`src/owd_pkg.sv`:
```
// Shared constants, layouts and carrier types for the option word decoder.
package owd_pkg;

	localparam int OWD_WORD_W = 15;
	localparam int OWD_DATA_W = 32;
	localparam int OWD_ADDR_W = 5;

	// Field positions inside word 0.
	localparam int W0_SRC_BIT = 14;
	localparam int W0_PERIOD_BIT = 11;
	localparam int W0_LVR_HI = 8;
	localparam int W0_LVR_LO = 7;
	localparam int W0_RSTPIN_BIT = 6;
	localparam int W0_WDT_BIT = 5;
	localparam int W0_GWIDTH_BIT = 4;
	localparam int W0_GOFF_BIT = 3;
	localparam int W0_PROD_HI = 2;
	// Field positions inside word 1.
	localparam int W1_MODE_BIT = 14;
	localparam int W1_HALT_BIT = 12;
	localparam int W1_TRIM_HI = 11;
	localparam int W1_TRIM_LO = 7;
	localparam int W1_FREQ_HI = 6;
	localparam int W1_FREQ_LO = 5;
	localparam int W1_OSC_HI = 3;
	localparam int W1_OSC_LO = 1;
	localparam int W1_OD_BIT = 0;
	// Field positions inside word 2.
	localparam int W2_WTRIM_HI = 14;
	localparam int W2_WTRIM_LO = 11;
	localparam int W2_TAG_HI = 8;

	// Values the words hold before the load from program memory completes.
	localparam logic [14:0] W0_RST = 15'h0000;
	localparam logic [14:0] W1_RST = 15'h2010;
	localparam logic [14:0] W2_RST = 15'h0000;
	localparam logic [1:0] FREQ_REG_RST = 2'h0;

	// Register byte offsets.
	localparam logic [4:0] OFS_WORD0 = 5'h00;
	localparam logic [4:0] OFS_WORD1 = 5'h04;
	localparam logic [4:0] OFS_WORD2 = 5'h08;
	localparam logic [4:0] OFS_STATUS = 5'h0c;
	localparam logic [4:0] OFS_FREQ = 5'h10;

	// Timing counts, in oscillator periods (one clk_i period each).
	localparam int GLITCH_LONG = 32;
	localparam int GLITCH_SHORT = 8;
	localparam logic [1:0] PERIOD_FOUR = 2'h3;
	localparam logic [1:0] PERIOD_TWO = 2'h1;

	typedef enum logic [2:0] {
		OSC_STD_CRYSTAL = 3'h0,
		OSC_HIGH_CRYSTAL = 3'h1,
		OSC_LOW_CRYSTAL_A = 3'h2,
		OSC_LOW_CRYSTAL_B = 3'h3,
		OSC_IRC_PORT = 3'h4,
		OSC_IRC_CLKOUT = 3'h5,
		OSC_ERC_PORT = 3'h6,
		OSC_ERC_CLKOUT = 3'h7
	} owd_osc_t;

	typedef enum logic [1:0] {
		LVR_OFF = 2'h0,
		LVR_2V7 = 2'h1,
		LVR_3V7 = 2'h2,
		LVR_4V2 = 2'h3
	} owd_lvr_t;

	typedef enum logic [3:0] {
		FS_W0 = 4'b0001,
		FS_W1 = 4'b0010,
		FS_W2 = 4'b0100,
		FS_DONE = 4'b1000
	} owd_fetch_st_t;

	typedef struct packed {
		logic [14:0] w0;
		logic [14:0] w1;
		logic [14:0] w2;
	} owd_words_t;

	typedef struct packed {
		logic osc_freq_source_sel;
		logic instr_period_sel;
		logic lvr_enable;
		owd_lvr_t lvr_level;
		logic reset_pin_sel;
		logic watchdog_on;
		logic glitch_width_sel;
		logic glitch_filter_off_n;
		logic [2:0] product_field;
		logic initial_cpu_mode;
		logic halt_permit;
		logic [4:0] rc_osc_trim;
		logic [1:0] rc_freq_opt;
		owd_osc_t osc_mode;
		logic internal_rc_osc;
		logic external_rc_osc;
		logic rc_clock_output;
		logic clkout_opendrain_sel;
		logic [3:0] watchdog_osc_trim;
		logic [8:0] customer_tag;
	} owd_cfg_t;

	typedef struct packed {
		logic read;
		logic write;
		logic [4:0] address;
		logic [31:0] writedata;
	} owd_avs_req_t;

	typedef struct packed {
		logic [31:0] readdata;
		logic waitrequest;
	} owd_avs_rsp_t;

endpackage

```
`src/owd_fetch.sv`:
```
// Reads the three option words from program memory once after reset.
`timescale 1ns/100ps
module owd_fetch import owd_pkg::*; (
	input wire logic clk_i,
	input wire logic nrst_i,
	output logic mem_rd_o,
	output logic [1:0] mem_addr_o,
	input wire logic [14:0] mem_data_i,
	input wire logic mem_valid_i,
	output owd_words_t words_o,
	output logic done_o
);
	typedef struct packed {
		owd_fetch_st_t st;
		owd_words_t words;
	} owd_fetch_state_t;

	owd_fetch_state_t s_r;
	owd_fetch_state_t s_nxt;

	always_comb begin
		s_nxt = s_r;
		case (s_r.st)
			FS_W0: begin
				if (mem_valid_i) begin
					s_nxt.words.w0 = mem_data_i;
					s_nxt.st = FS_W1;
				end
			end
			FS_W1: begin
				if (mem_valid_i) begin
					s_nxt.words.w1 = mem_data_i;
					s_nxt.st = FS_W2;
				end
			end
			FS_W2: begin
				if (mem_valid_i) begin
					s_nxt.words.w2 = mem_data_i;
					s_nxt.st = FS_DONE;
				end
			end
			FS_DONE: s_nxt = s_r;
			default: s_nxt.st = FS_W0;
		endcase
	end

	always_ff @(posedge clk_i or negedge nrst_i) begin
		if (!nrst_i) begin
			s_r <= '{st: FS_W0, words: '{w0: W0_RST, w1: W1_RST, w2: W2_RST}};
		end else begin
			s_r <= s_nxt;
		end
	end

	assign mem_rd_o = (s_r.st != FS_DONE);
	assign mem_addr_o = (s_r.st == FS_W1) ? 2'h1 : ((s_r.st == FS_W2) ? 2'h2 : 2'h0);
	assign words_o = s_r.words;
	assign done_o = (s_r.st == FS_DONE);

	property p_done_sticks;
		@(posedge clk_i) disable iff (!nrst_i)
		done_o |=> done_o && $stable(words_o);
	endproperty
	a_done_sticks: assert property (p_done_sticks) else $error("loaded words changed");
endmodule

```
`src/owd_filter.sv`:
```
// Synchronises a pin and rejects pulses shorter than the selected width.
`timescale 1ns/100ps
module owd_filter import owd_pkg::*; #(
	parameter int LONG_LEN = GLITCH_LONG,
	parameter int SHORT_LEN = GLITCH_SHORT
) (
	input wire logic clk_i,
	input wire logic nrst_i,
	input wire logic pin_i,
	input wire logic width_sel_i,
	input wire logic filter_off_n_i,
	output logic level_o
);
	generate
		if (SHORT_LEN < 1 || LONG_LEN < SHORT_LEN || LONG_LEN > 63) begin : g_bad_len
			$error("owd_filter lengths out of range");
		end
	endgenerate

	typedef struct packed {
		logic s1;
		logic s2;
		logic out;
		logic [5:0] cnt;
	} owd_filt_state_t;

	owd_filt_state_t s_r;
	owd_filt_state_t s_nxt;
	logic [5:0] len;

	always_comb begin
		len = width_sel_i ? 6'(SHORT_LEN) : 6'(LONG_LEN);
		s_nxt = s_r;
		s_nxt.s1 = pin_i;
		s_nxt.s2 = s_r.s1;
		if (filter_off_n_i) begin
			s_nxt.out = s_r.s2;
			s_nxt.cnt = 6'h00;
		end else if (s_r.s2 == s_r.out) begin
			s_nxt.cnt = 6'h00;
		end else if (s_r.cnt + 6'h01 >= len) begin
			s_nxt.out = s_r.s2;
			s_nxt.cnt = 6'h00;
		end else begin
			s_nxt.cnt = s_r.cnt + 6'h01;
		end
	end

	always_ff @(posedge clk_i or negedge nrst_i) begin
		if (!nrst_i) begin
			s_r <= '{s1: 1'b1, s2: 1'b1, out: 1'b1, cnt: 6'h00};
		end else begin
			s_r <= s_nxt;
		end
	end

	assign level_o = s_r.out;

	property p_short_pulse_blocked;
		@(posedge clk_i) disable iff (!nrst_i)
		(!filter_off_n_i && !width_sel_i && s_r.s2 != s_r.out && s_r.cnt == 6'h00)
			|=> (level_o == $past(level_o));
	endproperty
	a_short_pulse_blocked: assert property (p_short_pulse_blocked) else $error("pulse passed early");

	property p_bypass_follows;
		@(posedge clk_i) disable iff (!nrst_i)
		filter_off_n_i |=> level_o == $past(s_r.s2);
	endproperty
	a_bypass_follows: assert property (p_bypass_follows) else $error("bypass not direct");
endmodule

```
`src/owd_decoder.sv`:
```
// Option word decoder: loads the option words and drives static settings.
//
// The placing of the registers and the Avalon-MM slave port are this design's own decisions.
`timescale 1ns/100ps
module owd_decoder import owd_pkg::*; (
	input wire logic clk_i,
	input wire logic nrst_i,
	output logic mem_rd_o,
	output logic [1:0] mem_addr_o,
	input wire logic [14:0] mem_data_i,
	input wire logic mem_valid_i,
	input wire owd_avs_req_t avs_req_i,
	output owd_avs_rsp_t avs_rsp_o,
	output owd_cfg_t cfg_o,
	output logic [1:0] rc_freq_sel_o,
	output logic cpu_start_o,
	output logic instr_tick_o,
	input wire logic port8_bit3_pin_i,
	output logic port8_bit3_o,
	output logic ext_reset_n_o,
	input wire logic port5_bit4_data_i,
	input wire logic port5_bit4_oe_n_i,
	output logic osc_output_pin_o,
	output logic osc_output_pin_oe_n_o
);
	typedef struct packed {
		owd_cfg_t cfg;
		logic loaded;
		logic [1:0] freq_reg;
		logic [1:0] freq_eff;
		logic ack;
		logic [31:0] rdata;
		logic [1:0] div;
		logic tick;
		logic clk_tog;
		logic pin_o;
		logic pin_oe_n;
		logic rst_n;
		logic port_in;
	} owd_dec_state_t;

	owd_dec_state_t s_r;
	owd_dec_state_t s_nxt;
	owd_words_t words;
	logic fetch_done;
	logic pin_level;
	logic req;

	function automatic owd_cfg_t decode_words(input owd_words_t w);
		owd_cfg_t c;
		c.osc_freq_source_sel = w.w0[W0_SRC_BIT];
		c.instr_period_sel = w.w0[W0_PERIOD_BIT];
		c.lvr_level = owd_lvr_t'(w.w0[W0_LVR_HI:W0_LVR_LO]);
		c.lvr_enable = (w.w0[W0_LVR_HI:W0_LVR_LO] != 2'h0);
		c.reset_pin_sel = w.w0[W0_RSTPIN_BIT];
		c.watchdog_on = w.w0[W0_WDT_BIT];
		c.glitch_width_sel = w.w0[W0_GWIDTH_BIT];
		c.glitch_filter_off_n = w.w0[W0_GOFF_BIT];
		c.product_field = w.w0[W0_PROD_HI:0];
		c.initial_cpu_mode = w.w1[W1_MODE_BIT];
		c.halt_permit = w.w1[W1_HALT_BIT];
		c.rc_osc_trim = w.w1[W1_TRIM_HI:W1_TRIM_LO];
		c.rc_freq_opt = w.w1[W1_FREQ_HI:W1_FREQ_LO];
		c.osc_mode = owd_osc_t'(w.w1[W1_OSC_HI:W1_OSC_LO]);
		c.internal_rc_osc = (w.w1[W1_OSC_HI:W1_OSC_LO + 1] == 2'h2);
		c.external_rc_osc = (w.w1[W1_OSC_HI:W1_OSC_LO + 1] == 2'h3);
		c.rc_clock_output = w.w1[W1_OSC_HI] & w.w1[W1_OSC_LO];
		c.clkout_opendrain_sel = w.w1[W1_OD_BIT];
		c.watchdog_osc_trim = w.w2[W2_WTRIM_HI:W2_WTRIM_LO];
		c.customer_tag = w.w2[W2_TAG_HI:0];
		return c;
	endfunction

	function automatic logic [31:0] widen(input logic [14:0] w);
		return {17'h00000, w};
	endfunction

	owd_fetch u_fetch (
		.clk_i(clk_i),
		.nrst_i(nrst_i),
		.mem_rd_o(mem_rd_o),
		.mem_addr_o(mem_addr_o),
		.mem_data_i(mem_data_i),
		.mem_valid_i(mem_valid_i),
		.words_o(words),
		.done_o(fetch_done)
	);

	// The filter runs bypassed on the reset settings until the load completes; the pin is
	// not trusted before then, because the CPU is still held.
	owd_filter #(
		.LONG_LEN(GLITCH_LONG),
		.SHORT_LEN(GLITCH_SHORT)
	) u_filter (
		.clk_i(clk_i),
		.nrst_i(nrst_i),
		.pin_i(port8_bit3_pin_i),
		.width_sel_i(s_r.cfg.glitch_width_sel),
		.filter_off_n_i(s_r.cfg.glitch_filter_off_n),
		.level_o(pin_level)
	);

	assign req = avs_req_i.read | avs_req_i.write;

	always_comb begin
		s_nxt = s_r;
		// Settings are captured once; later reads of the words change nothing.
		if (fetch_done && !s_r.loaded) begin
			s_nxt.cfg = decode_words(words);
			s_nxt.loaded = 1'b1;
		end
		s_nxt.freq_eff = s_r.cfg.osc_freq_source_sel ? s_r.freq_reg : s_r.cfg.rc_freq_opt;

		// Instruction cycle divider, idle while the CPU is held.
		s_nxt.tick = 1'b0;
		if (s_r.loaded) begin
			if (s_r.div == 2'h0) begin
				s_nxt.div = s_r.cfg.instr_period_sel ? PERIOD_TWO : PERIOD_FOUR;
				s_nxt.tick = 1'b1;
			end else begin
				s_nxt.div = s_r.div - 2'h1;
			end
		end

		// Shared reset pin.
		if (s_r.loaded && s_r.cfg.reset_pin_sel) begin
			s_nxt.rst_n = pin_level;
			s_nxt.port_in = 1'b0;
		end else begin
			s_nxt.rst_n = 1'b1;
			s_nxt.port_in = pin_level;
		end

		// Clock-out pin. The clock image is half the block clock rate.
		s_nxt.clk_tog = ~s_r.clk_tog;
		if (!s_r.loaded || (s_r.cfg.osc_mode[2] && !s_r.cfg.rc_clock_output)) begin
			s_nxt.pin_o = port5_bit4_data_i;
			s_nxt.pin_oe_n = s_r.loaded ? port5_bit4_oe_n_i : 1'b1;
		end else if (s_r.cfg.clkout_opendrain_sel) begin
			s_nxt.pin_o = 1'b0;
			s_nxt.pin_oe_n = s_nxt.clk_tog;
		end else begin
			s_nxt.pin_o = s_nxt.clk_tog;
			s_nxt.pin_oe_n = 1'b0;
		end

		// Bus slave: one wait cycle, then the answer stands for one cycle.
		s_nxt.ack = req & ~s_r.ack;
		if (req && !s_r.ack) begin
			case (avs_req_i.address)
				OFS_WORD0: s_nxt.rdata = widen(words.w0);
				OFS_WORD1: s_nxt.rdata = widen(words.w1);
				OFS_WORD2: s_nxt.rdata = widen(words.w2);
				OFS_STATUS: s_nxt.rdata = {26'h0000000, s_r.freq_eff, s_r.cfg.osc_mode, s_r.loaded};
				OFS_FREQ: s_nxt.rdata = {30'h00000000, s_r.freq_reg};
				default: s_nxt.rdata = 32'h00000000;
			endcase
		end
		// Only the frequency register is writable; option words are not.
		if (avs_req_i.write && s_r.ack && avs_req_i.address == OFS_FREQ) begin
			s_nxt.freq_reg = avs_req_i.writedata[1:0];
		end
	end

	always_ff @(posedge clk_i or negedge nrst_i) begin
		if (!nrst_i) begin
			s_r <= '0;
			s_r.freq_reg <= FREQ_REG_RST;
			s_r.rst_n <= 1'b1;
			s_r.pin_oe_n <= 1'b1;
			s_r.cfg.glitch_filter_off_n <= 1'b1;
		end else begin
			s_r <= s_nxt;
		end
	end

	assign cfg_o = s_r.cfg;
	assign rc_freq_sel_o = s_r.freq_eff;
	assign cpu_start_o = s_r.loaded;
	assign instr_tick_o = s_r.tick;
	assign ext_reset_n_o = s_r.rst_n;
	assign port8_bit3_o = s_r.port_in;
	assign osc_output_pin_o = s_r.pin_o;
	assign osc_output_pin_oe_n_o = s_r.pin_oe_n;
	assign avs_rsp_o.readdata = s_r.rdata;
	assign avs_rsp_o.waitrequest = req & ~s_r.ack;

	property p_cfg_frozen;
		@(posedge clk_i) disable iff (!nrst_i)
		s_r.loaded |=> $stable(cfg_o) && cpu_start_o;
	endproperty
	a_cfg_frozen: assert property (p_cfg_frozen) else $error("settings moved after load");

	property p_start_after_fetch;
		@(posedge clk_i) disable iff (!nrst_i)
		$rose(cpu_start_o) |-> $past(fetch_done) && cfg_o == decode_words($past(words));
	endproperty
	a_start_after_fetch: assert property (p_start_after_fetch) else $error("bad load");

	property p_four_clock_period;
		@(posedge clk_i) disable iff (!nrst_i)
		(instr_tick_o && !cfg_o.instr_period_sel) |=> !instr_tick_o [*3] ##1 instr_tick_o;
	endproperty
	a_four_clock_period: assert property (p_four_clock_period) else $error("period not 4");

	property p_two_clock_period;
		@(posedge clk_i) disable iff (!nrst_i)
		(instr_tick_o && cfg_o.instr_period_sel) |=> !instr_tick_o ##1 instr_tick_o;
	endproperty
	a_two_clock_period: assert property (p_two_clock_period) else $error("period not 2");

	property p_freq_source;
		@(posedge clk_i) disable iff (!nrst_i)
		cpu_start_o ##1 cpu_start_o |-> rc_freq_sel_o ==
			($past(cfg_o.osc_freq_source_sel) ? $past(s_r.freq_reg) : $past(cfg_o.rc_freq_opt));
	endproperty
	a_freq_source: assert property (p_freq_source) else $error("wrong frequency source");

	property p_lvr_decode;
		@(posedge clk_i) disable iff (!nrst_i)
		cpu_start_o |-> cfg_o.lvr_enable == (cfg_o.lvr_level != LVR_OFF);
	endproperty
	a_lvr_decode: assert property (p_lvr_decode) else $error("low voltage decode");

	property p_port_pin_no_reset;
		@(posedge clk_i) disable iff (!nrst_i)
		(cpu_start_o && !cfg_o.reset_pin_sel) |=> ext_reset_n_o;
	endproperty
	a_port_pin_no_reset: assert property (p_port_pin_no_reset) else $error("reset from port pin");

	property p_clkout_drive;
		@(posedge clk_i) disable iff (!nrst_i)
		(cpu_start_o && $past(cpu_start_o) && !cfg_o.clkout_opendrain_sel &&
			cfg_o.osc_mode == OSC_IRC_CLKOUT)
			|=> !osc_output_pin_oe_n_o && osc_output_pin_o != $past(osc_output_pin_o);
	endproperty
	a_clkout_drive: assert property (p_clkout_drive) else $error("clock not driven");

	property p_opendrain_never_high;
		@(posedge clk_i) disable iff (!nrst_i)
		(cpu_start_o && cfg_o.clkout_opendrain_sel && !cfg_o.osc_mode[2])
			|=> (osc_output_pin_oe_n_o || !osc_output_pin_o);
	endproperty
	a_opendrain_never_high: assert property (p_opendrain_never_high) else $error("drove high");

	property p_bus_one_wait;
		@(posedge clk_i) disable iff (!nrst_i)
		(req && !s_r.ack) |-> avs_rsp_o.waitrequest ##1 (!req || !avs_rsp_o.waitrequest);
	endproperty
	a_bus_one_wait: assert property (p_bus_one_wait) else $error("bus answer late");

	// The CPU may only start once the last word has been taken.
	property p_fetch_order;
		@(posedge clk_i) disable iff (!nrst_i)
		(mem_rd_o && mem_valid_i && mem_addr_o == 2'h2) |=>
			!mem_rd_o && !cpu_start_o ##1 cpu_start_o;
	endproperty
	a_fetch_order: assert property (p_fetch_order) else $error("start not after last word");

	property p_oe_off_before_load;
		@(posedge clk_i) disable iff (!nrst_i)
		!cpu_start_o |=> osc_output_pin_oe_n_o;
	endproperty
	a_oe_off_before_load: assert property (p_oe_off_before_load) else $error("pin driven early");

	property p_freq_write;
		@(posedge clk_i) disable iff (!nrst_i)
		(avs_req_i.write && !avs_rsp_o.waitrequest && avs_req_i.address == OFS_FREQ) |=>
			s_r.freq_reg == $past(avs_req_i.writedata[1:0]);
	endproperty
	a_freq_write: assert property (p_freq_write) else $error("frequency write lost");

	property p_watchdog_bit;
		@(posedge clk_i) disable iff (!nrst_i)
		cpu_start_o |-> cfg_o.watchdog_on == words.w0[W0_WDT_BIT];
	endproperty
	a_watchdog_bit: assert property (p_watchdog_bit) else $error("watchdog enable wrong");

	property p_product_pass;
		@(posedge clk_i) disable iff (!nrst_i)
		cpu_start_o |-> cfg_o.product_field == words.w0[W0_PROD_HI:0];
	endproperty
	a_product_pass: assert property (p_product_pass) else $error("product field wrong");

	property p_green_start;
		@(posedge clk_i) disable iff (!nrst_i)
		cpu_start_o |-> cfg_o.initial_cpu_mode == words.w1[W1_MODE_BIT];
	endproperty
	a_green_start: assert property (p_green_start) else $error("initial mode wrong");

	property p_halt_permit;
		@(posedge clk_i) disable iff (!nrst_i)
		cpu_start_o |-> cfg_o.halt_permit == words.w1[W1_HALT_BIT];
	endproperty
	a_halt_permit: assert property (p_halt_permit) else $error("halt permit wrong");

	property p_rc_trim;
		@(posedge clk_i) disable iff (!nrst_i)
		cpu_start_o |-> cfg_o.rc_osc_trim == words.w1[W1_TRIM_HI:W1_TRIM_LO];
	endproperty
	a_rc_trim: assert property (p_rc_trim) else $error("oscillator trim wrong");

	property p_crystal_decode;
		@(posedge clk_i) disable iff (!nrst_i)
		(cpu_start_o && !words.w1[W1_OSC_HI]) |->
			!cfg_o.internal_rc_osc && !cfg_o.external_rc_osc && !cfg_o.rc_clock_output;
	endproperty
	a_crystal_decode: assert property (p_crystal_decode) else $error("crystal mode decode");

	// Even RC codes hand the clock-out pin back to the port logic.
	property p_even_rc_port;
		@(posedge clk_i) disable iff (!nrst_i)
		(cpu_start_o && cfg_o.osc_mode[2] && !cfg_o.osc_mode[0]) |=>
			osc_output_pin_o == $past(port5_bit4_data_i) &&
			osc_output_pin_oe_n_o == $past(port5_bit4_oe_n_i);
	endproperty
	a_even_rc_port: assert property (p_even_rc_port) else $error("port drive lost");

	property p_wdt_trim;
		@(posedge clk_i) disable iff (!nrst_i)
		cpu_start_o |-> cfg_o.watchdog_osc_trim == words.w2[W2_WTRIM_HI:W2_WTRIM_LO];
	endproperty
	a_wdt_trim: assert property (p_wdt_trim) else $error("watchdog trim wrong");

	property p_customer_tag;
		@(posedge clk_i) disable iff (!nrst_i)
		cpu_start_o |-> cfg_o.customer_tag == words.w2[W2_TAG_HI:0];
	endproperty
	a_customer_tag: assert property (p_customer_tag) else $error("customer tag wrong");

	property p_reset_from_pin;
		@(posedge clk_i) disable iff (!nrst_i)
		(cpu_start_o && cfg_o.reset_pin_sel) |=>
			ext_reset_n_o == $past(pin_level) && !port8_bit3_o;
	endproperty
	a_reset_from_pin: assert property (p_reset_from_pin) else $error("reset pin not followed");

	property p_port_from_pin;
		@(posedge clk_i) disable iff (!nrst_i)
		(cpu_start_o && !cfg_o.reset_pin_sel) |=> port8_bit3_o == $past(pin_level);
	endproperty
	a_port_from_pin: assert property (p_port_from_pin) else $error("port pin not followed");
endmodule

```
`config.mk`:
```
export PLATFORM = sky130hd
export DESIGN_NAME = owd_decoder
export DESIGN_NICKNAME = d
export VERILOG_FILES = /design/src/owd_pkg.sv /design/src/owd_fetch.sv /design/src/owd_filter.sv /design/src/owd_decoder.sv
export SDC_FILE = /design/constraint.sdc
export NUM_CORES = 1
export LEC_CHECK = 0
export BUFFER_PORTS_ARGS = -buffer_cell sky130_fd_sc_hd__clkbuf_2
export CORE_AREA = 2 2 105 107
export DETAILED_ROUTE_END_ITERATION = 7
export DIE_AREA = 0 0 107 109
export PLACE_DENSITY = 0.83
export RECOVER_POWER = 50
export SKIP_LAST_GASP = 1
export SLEW_MARGIN = 30
export SYNTH_ARGS = -nofsm -noshare
export SYNTH_HDL_FRONTEND = slang
export SYNTH_SLANG_ARGS = --single-unit
export TNS_END_PERCENT = 5
```
`constraint.sdc`:
```
create_clock -name clk_i -period 2.8 [get_ports clk_i]
set_input_delay 0.28 -clock clk_i [delete_from_list [all_inputs] [get_ports clk_i]]
set_output_delay 0.28 -clock clk_i [all_outputs]
set_load 0.01 [all_outputs]
```
==> results of run 1 <==
synth_stat cells (7+ instances only):
cell,count
buf_4,77
a22o_1,13
o21ai_0,17
mux2_1,33
dfrtp_1,119
mux2i_1,9
dfstp_2,9
inv_1,8
nand3_1,8
clkbuf_1,7
mux2_2,56
nor2_1,14
nand2_1,28
worst max path at each step:
stage,end,slack (ns),cells past startpoint
2_1_floorplan,u_filter.level_o,0.96,8
3_5_place_dp,cfg_o[35],0.56,4
6_report,avs_rsp_o[0],0.51,4
5_1_grt,avs_rsp_o[0],0.31,4
3_3_place_gp,cfg_o[7],0.62,4
4_1_cts,cfg_o[35],0.52,4
metrics by stage:
stage | utilization [%] | instance area, µm²
2_1_floorplan | - | 5910
3_3_place_gp | 56.8 | 6020
3_5_place_dp | 56.8 | 6020
4_1_cts | 62.2 | 6600
6_report | 61.7 | 6540
5_1_grt | 61.7 | 6540
critical path: cells and delay by family (launching register included):
family / cells / cell delay (ns)
compound gates: 1 / 0.11
buf+inv: 3 / 1.04
flops: 1 / 0.34
logic make-up after synthesis:
group	count (synthesis)
flip-flops	128
multiplexers	102
buffers and inverters	100
AND/OR/NAND/NOR	68
AO/OA/AOI/OAI	44
XOR/XNOR	7
adder cells (fa/ha/maj)	4
other	1
power by group:
group / total (mW) / internal, mW / switching, mW / leakage [nW]
Sequential: 2.74 / 2.35 / 0.389 / 1.67
Combinational: 1.14 / 0.601 / 0.540 / 1.30
Clock: 2.01 / 1.24 / 0.773 / 0.267
layer usage:
metal	vias up	GRT usage, %	share of wire (%)
li1	1596	-	-
met1	1811	28.0	44
met2	119	34.0	48
met3	25	5.50	4.7
met4	0	10.1	2.5
met5	-	0	0
final cells by class:
| type | instances | area [µm²] |
|---|---|---|
| multi-input cells | 242 | 2000 |
| clock buffers | 22 | 463 |
| flip-flops and latches | 128 | 3210 |
| fillers | 847 | 4060 |
| clock inverters | 10 | 86.3 |
| inverters | 8 | 30.0 |
| well taps | 140 | 175 |
| repair buffers | 111 | 566 |
timing repair:
action | in CTS | in global routing
endpoints found under the hold margin | 48 | 0
gates resized for setup | 0 | 0
setup endpoints to repair | 0 | 0
hold buffers | 3 | 0
flip-flops by register name (all words and copies together), names as in the netlist:
| register | cells |
|---|---|
| u_fetch.words_o | 45 |
| cfg_o | 41 |
| avs_rsp_o | 15 |
| u_filter.s_r | 7 |
| s_r | 6 |
| u_fetch.s_r | 4 |
| rc_freq_sel_o | 2 |
| cpu_start_o | 1 |
| ext_reset_n_o | 1 |
| instr_tick_o | 1 |
| osc_output_pin_o | 1 |
| osc_output_pin_oe_n_o | 1 |
| port8_bit3_o | 1 |
| u_filter.level_o | 1 |
| u_filter.s_nxt | 1 |
==> metrics, run 1 <==
Fin Clk Skew between 0.006 and 0.007 ns; Clock Latency Late Sink 0.51 ns; Sink Count ~130; vias in the first global route ~3.6k; Synth Instances approximately 450; Cells after DPL 626; area grow syn2layout 11.9%; Die Y around 110 µm; Worst Path Class, Setup reg2out; Post-Synthesis Cell Area 5850 µm²; largest family of logic cells by synthesized area multiplexers; outcome finished clean; Post-synth EDFFs 0; critical path required time about 2.5 ns; Port Buf Inserts 97; DRC 0; post-CTS setup repair buffer count 0; H-Tree Level Count 4; ys flop type dfrtp_1; Core Rows 38; worst-margin pin slew between 1 and 1.5 ns; CTS root buffer clkbuf_8; Yosys cell types 40; Vias/cell 5.37; die area 11,700 µm²; register area share after synthesis 55.0%; final-report hold violation count 0; Synth area leader dfrtp_1; Worst Hold Depth 3; most frequent cells in the layout dfrtp_1, clkbuf_2, mux2_2; total gr overflow 0; hold slack about 0.025 ns; Synth Area in XOR/XNOR 1.05%; worst setup path start s_r[40]; worst r2r src u_fetch.s_r[46]; total power draw between 5 and 6 mW; n_diodes 0; max-cap violations 0; initial antenna violation count 0; VDD IR-drop max around 0.41 mV; drt wl/cell 17.4 µm; Area contributors post-synth dfrtp_1, mux2_2, buf_4, mux2_1, dfstp_2; Crit path largest cell delay 0.71 ns; gr usage total a little over a fifth; Peak Freq 0.436 GHz; HP Class in2reg; adder-cell share of the synthesized area less than 1%; Worst setup SP type flip-flop; TritonCTS clock tree yes; max-slew violations 0; CTS buffer count 17; Setup WS pre-CTS ~0.56 ns; starting density of the core 55.1%; Pre-antenna DRT Iters 5; Synth async-reset ratio 100%; CP Capture Type output pin; Die Width 107 µm; part of the cycle the worst path needs 81.9%; CP cell instances o21bai_1 > clkbuf_1 > inv_1 > clkbuf_2; Synth Area in Compound Gates under 10%; Cell Count, Final, Fillers Out ~660; count of final setup violators 0; Mean Syn Cell Area between 10 and 15 µm²; Tmin final approximately 2.3 ns; Detail Route Antenna Nets 0; TNS Setup 0 ns; final worst slack a little over 0.5 ns; FF+latch count, synth 128; nets@finish about 570; DP HPWL ~7.9 mm; CTS clk-pin slew, worst paths around 0.060 ns; multiplexer share of the synthesized area between 20% and 30%; Synth top area share between 50% and 60%; clk buf depth 2; Static Leakage around 3.2 nW; commonest non-fill, non-tap cell in the layout dfrtp_1; slowest CP cell clkbuf_1; worst rel slew slack a little over a tenth; gpl congestion slightly below 0.8; first-pass GRT wire length around 19 mm; Worst EP arrival ~2 ns; via count between 3k and 4k; power per cell area between 900 and 1000 nW/µm²; R2R setup slack ~0.51 ns; Hold Path Origin port5_bit4_oe_n_i; RSZ-0062 raised after global routing false; RR Endpoint cfg_o[35]; CP max FO 18; Post-Synth Simple-Gate Area roughly 5.8%; proportion of layout cells with a drive suffix above 1 between 30 and 40%; Hold EP osc_output_pin_oe_n_o; Reg2Reg Depth 4; Ports ~150; number of synthesis warnings 0; pin count of the biggest net entering global routing just over 50; Iteration-0 DRC Markers ~130; drt total wl about 12 mm; Core Region between 10,000 and 15,000 µm²
Note: power is estimated with default switching activity, not from simulation.
==> inputs of run 2 (changes only) <==
CORE_AREA = 2 2 109 111   (was 2 2 105 107)
DIE_AREA = 0 0 111 113   (was 0 0 107 109)
PLACE_DENSITY = 0.78   (was 0.83)
clock period = 2.2 ns   (was 2.8 ns; I/O delays follow)
==> metrics, run 2 (synthesis gave the netlist of run 1 again) <==
Static Leakage approximately 3.4 nW; via count 3,537; starting density of the core roughly half; Worst EP arrival around 2.4 ns; pin count of the biggest net entering global routing between 40 and 50; Worst setup SP type flip-flop; Cells after DPL approximately 630; Fin Clk Skew 0.00639 ns; count of final setup violators 0; crit path to u_filter.level_o; Clock Latency Late Sink approximately 0.41 ns; VDD IR-drop max roughly 0.77 mV; CP max FO 4; worst rel slew slack about two fifths; Pint between 5 and 6 mW; Cell Count, Final, Fillers Out approximately 670; post-layout util about three fifths; initial antenna violation count 0; worst r2r src u_filter.s_r[0]; H-Tree Level Count 4; Iteration-0 DRC Markers between 200 and 250; RR Endpoint u_filter.level_o; max-cap violations 0; Die Y around 110 µm; gr usage total around a fifth; most frequent cells in the layout dfrtp_1, clkbuf_2, mux2_2; Port Buf Inserts 97; critical path required time roughly 2.5 ns; Pre-antenna DRT Iters 4; die area ~13,000 µm²; max-slew violations 0; gpl congestion a little under 0.8; commonest non-fill, non-tap cell in the layout dfrtp_1; R2R setup slack roughly 0.099 ns; Worst Path Class, Setup reg2reg; Psw between 2 and 2.5 mW; HP Class in2reg; Vias/cell 5.29; DRC 0; multi-input logic area between 2000 and 2500 µm²; worst setup path start u_filter.s_r[0]; drt total wl 12.2 mm; clk buf depth 2; combinational power share between 10% and 20%; power per cell area 1190 nW/µm²; CTS clk-pin slew, worst paths approximately 0.05 ns; proportion of layout cells with a drive suffix above 1 between 30% and 40%; Sink Count 128; worst-margin pin slew between 0.9 and 1 ns; CTS buffer count 17; part of the power in registers 43.8%; Ports 145; vias in the first global route about 3.7k; hold slack between 0.015 and 0.02 ns; Clk pwr share approximately 38%; Detail Route Antenna Nets 0; max reg flops 45; register area between 3000 and 4000 µm²; nets@finish between 500 and 600; first-pass GRT wire length slightly below 20 mm; DP HPWL just under 8 mm; part of the cycle the worst path needs 95.5%; Die Width 111 µm; Sw Ratio 27.4%; final-report hold violation count 0; total gr overflow 0; outcome finished clean; drt wl/cell around 18 µm; TNS Setup 0 ns; CP Capture Type flip-flop; Core Region between 10,000 and 15,000 µm²; CTS root buffer clkbuf_16; area grow syn2layout 14.3%; Reg2Reg Depth 8; fillcell total 887; n_diodes 0; TritonCTS clock tree yes; Peak Freq around 0.48 GHz; Tmin final around 2.1 ns; Core Rows 39; Worst Hold Depth 3
-- run 2: metal layers --
| layer | track usage, % | wire length (µm) | vias to the layer above |
|---|---|---|---|
| li1 | - | - | 1604 |
| met1 | 24.9 | 5100 | 1799 |
| met2 | 34.1 | 6230 | 122 |
| met3 | 6.43 | 708 | 12 |
| met4 | 6.17 | 144 | 0 |
| met5 | 0 | 0 | - |
-- run 2: power groups by stage --
stage / combinational [mW] / clock (mW) / sequential (mW)
CTS: 1.53 / 3.02 / 3.49
floorplan: 1.25 / 0 / 3.35
global route: 1.62 / 3.14 / 3.56
global placement: 1.44 / 0 / 3.46
finish: 1.49 / 2.98 / 3.49
detailed placement: 1.50 / 0 / 3.52
-- run 2: final cells by class --
class / count / share of cell area, %
Sequential cell: 128 / 48.1
Tap cell: 143 / 2.68
Inverter: 8 / 0.449
Clock inverter: 6 / 1.95
Timing Repair Buffer: 115 / 9.10
Multi-Input combinational cell: 242 / 30.3
Clock buffer: 26 / 7.47
-- run 2: how the worst min path moves through the flow --
stage / start / slack (ns) / endpoint
final: port5_bit4_data_i / 0.02 / osc_output_pin_o
after global routing: port5_bit4_data_i / 0.04 / osc_output_pin_o
after CTS: port5_bit4_data_i / 0.004 / osc_output_pin_o
after detailed placement: nrst_i / 0.23 / cfg_o[3]
after global placement: nrst_i / 0.22 / cfg_o[19]
after floorplan: nrst_i / -0.08 / avs_rsp_o[10]
-- run 2: stage by stage --
stage / area [µm²] / total power, mW / setup WS (ns)
global route: 6680 / 8.32 / -0.0410
finish: 6680 / 7.96 / 0.0993
global placement: 6060 / 4.90 / 0.266
floorplan: 5910 / 4.60 / 0.355
detailed placement: 6060 / 5.02 / 0.168
CTS: 6710 / 8.03 / 0.128
-- run 2: critical path, cell delays in order (launching register included) --
cell and delay [ns]:
dfrtp_1 0.40, nand3_1 0.16, nor2_2 0.18, xor2_2 0.09, ha_1 0.34, inv_1 0.08
o31a_1 0.32, nand3_1 0.10, mux2_2 0.34
-- run 2: what timing repair did --
action                                 CTS  global route
endpoints found under the hold margin   35             0
setup endpoints to repair                0             6
resized for setup                        0             3
hold buffers                             2             0
buffers inserted                         0             2
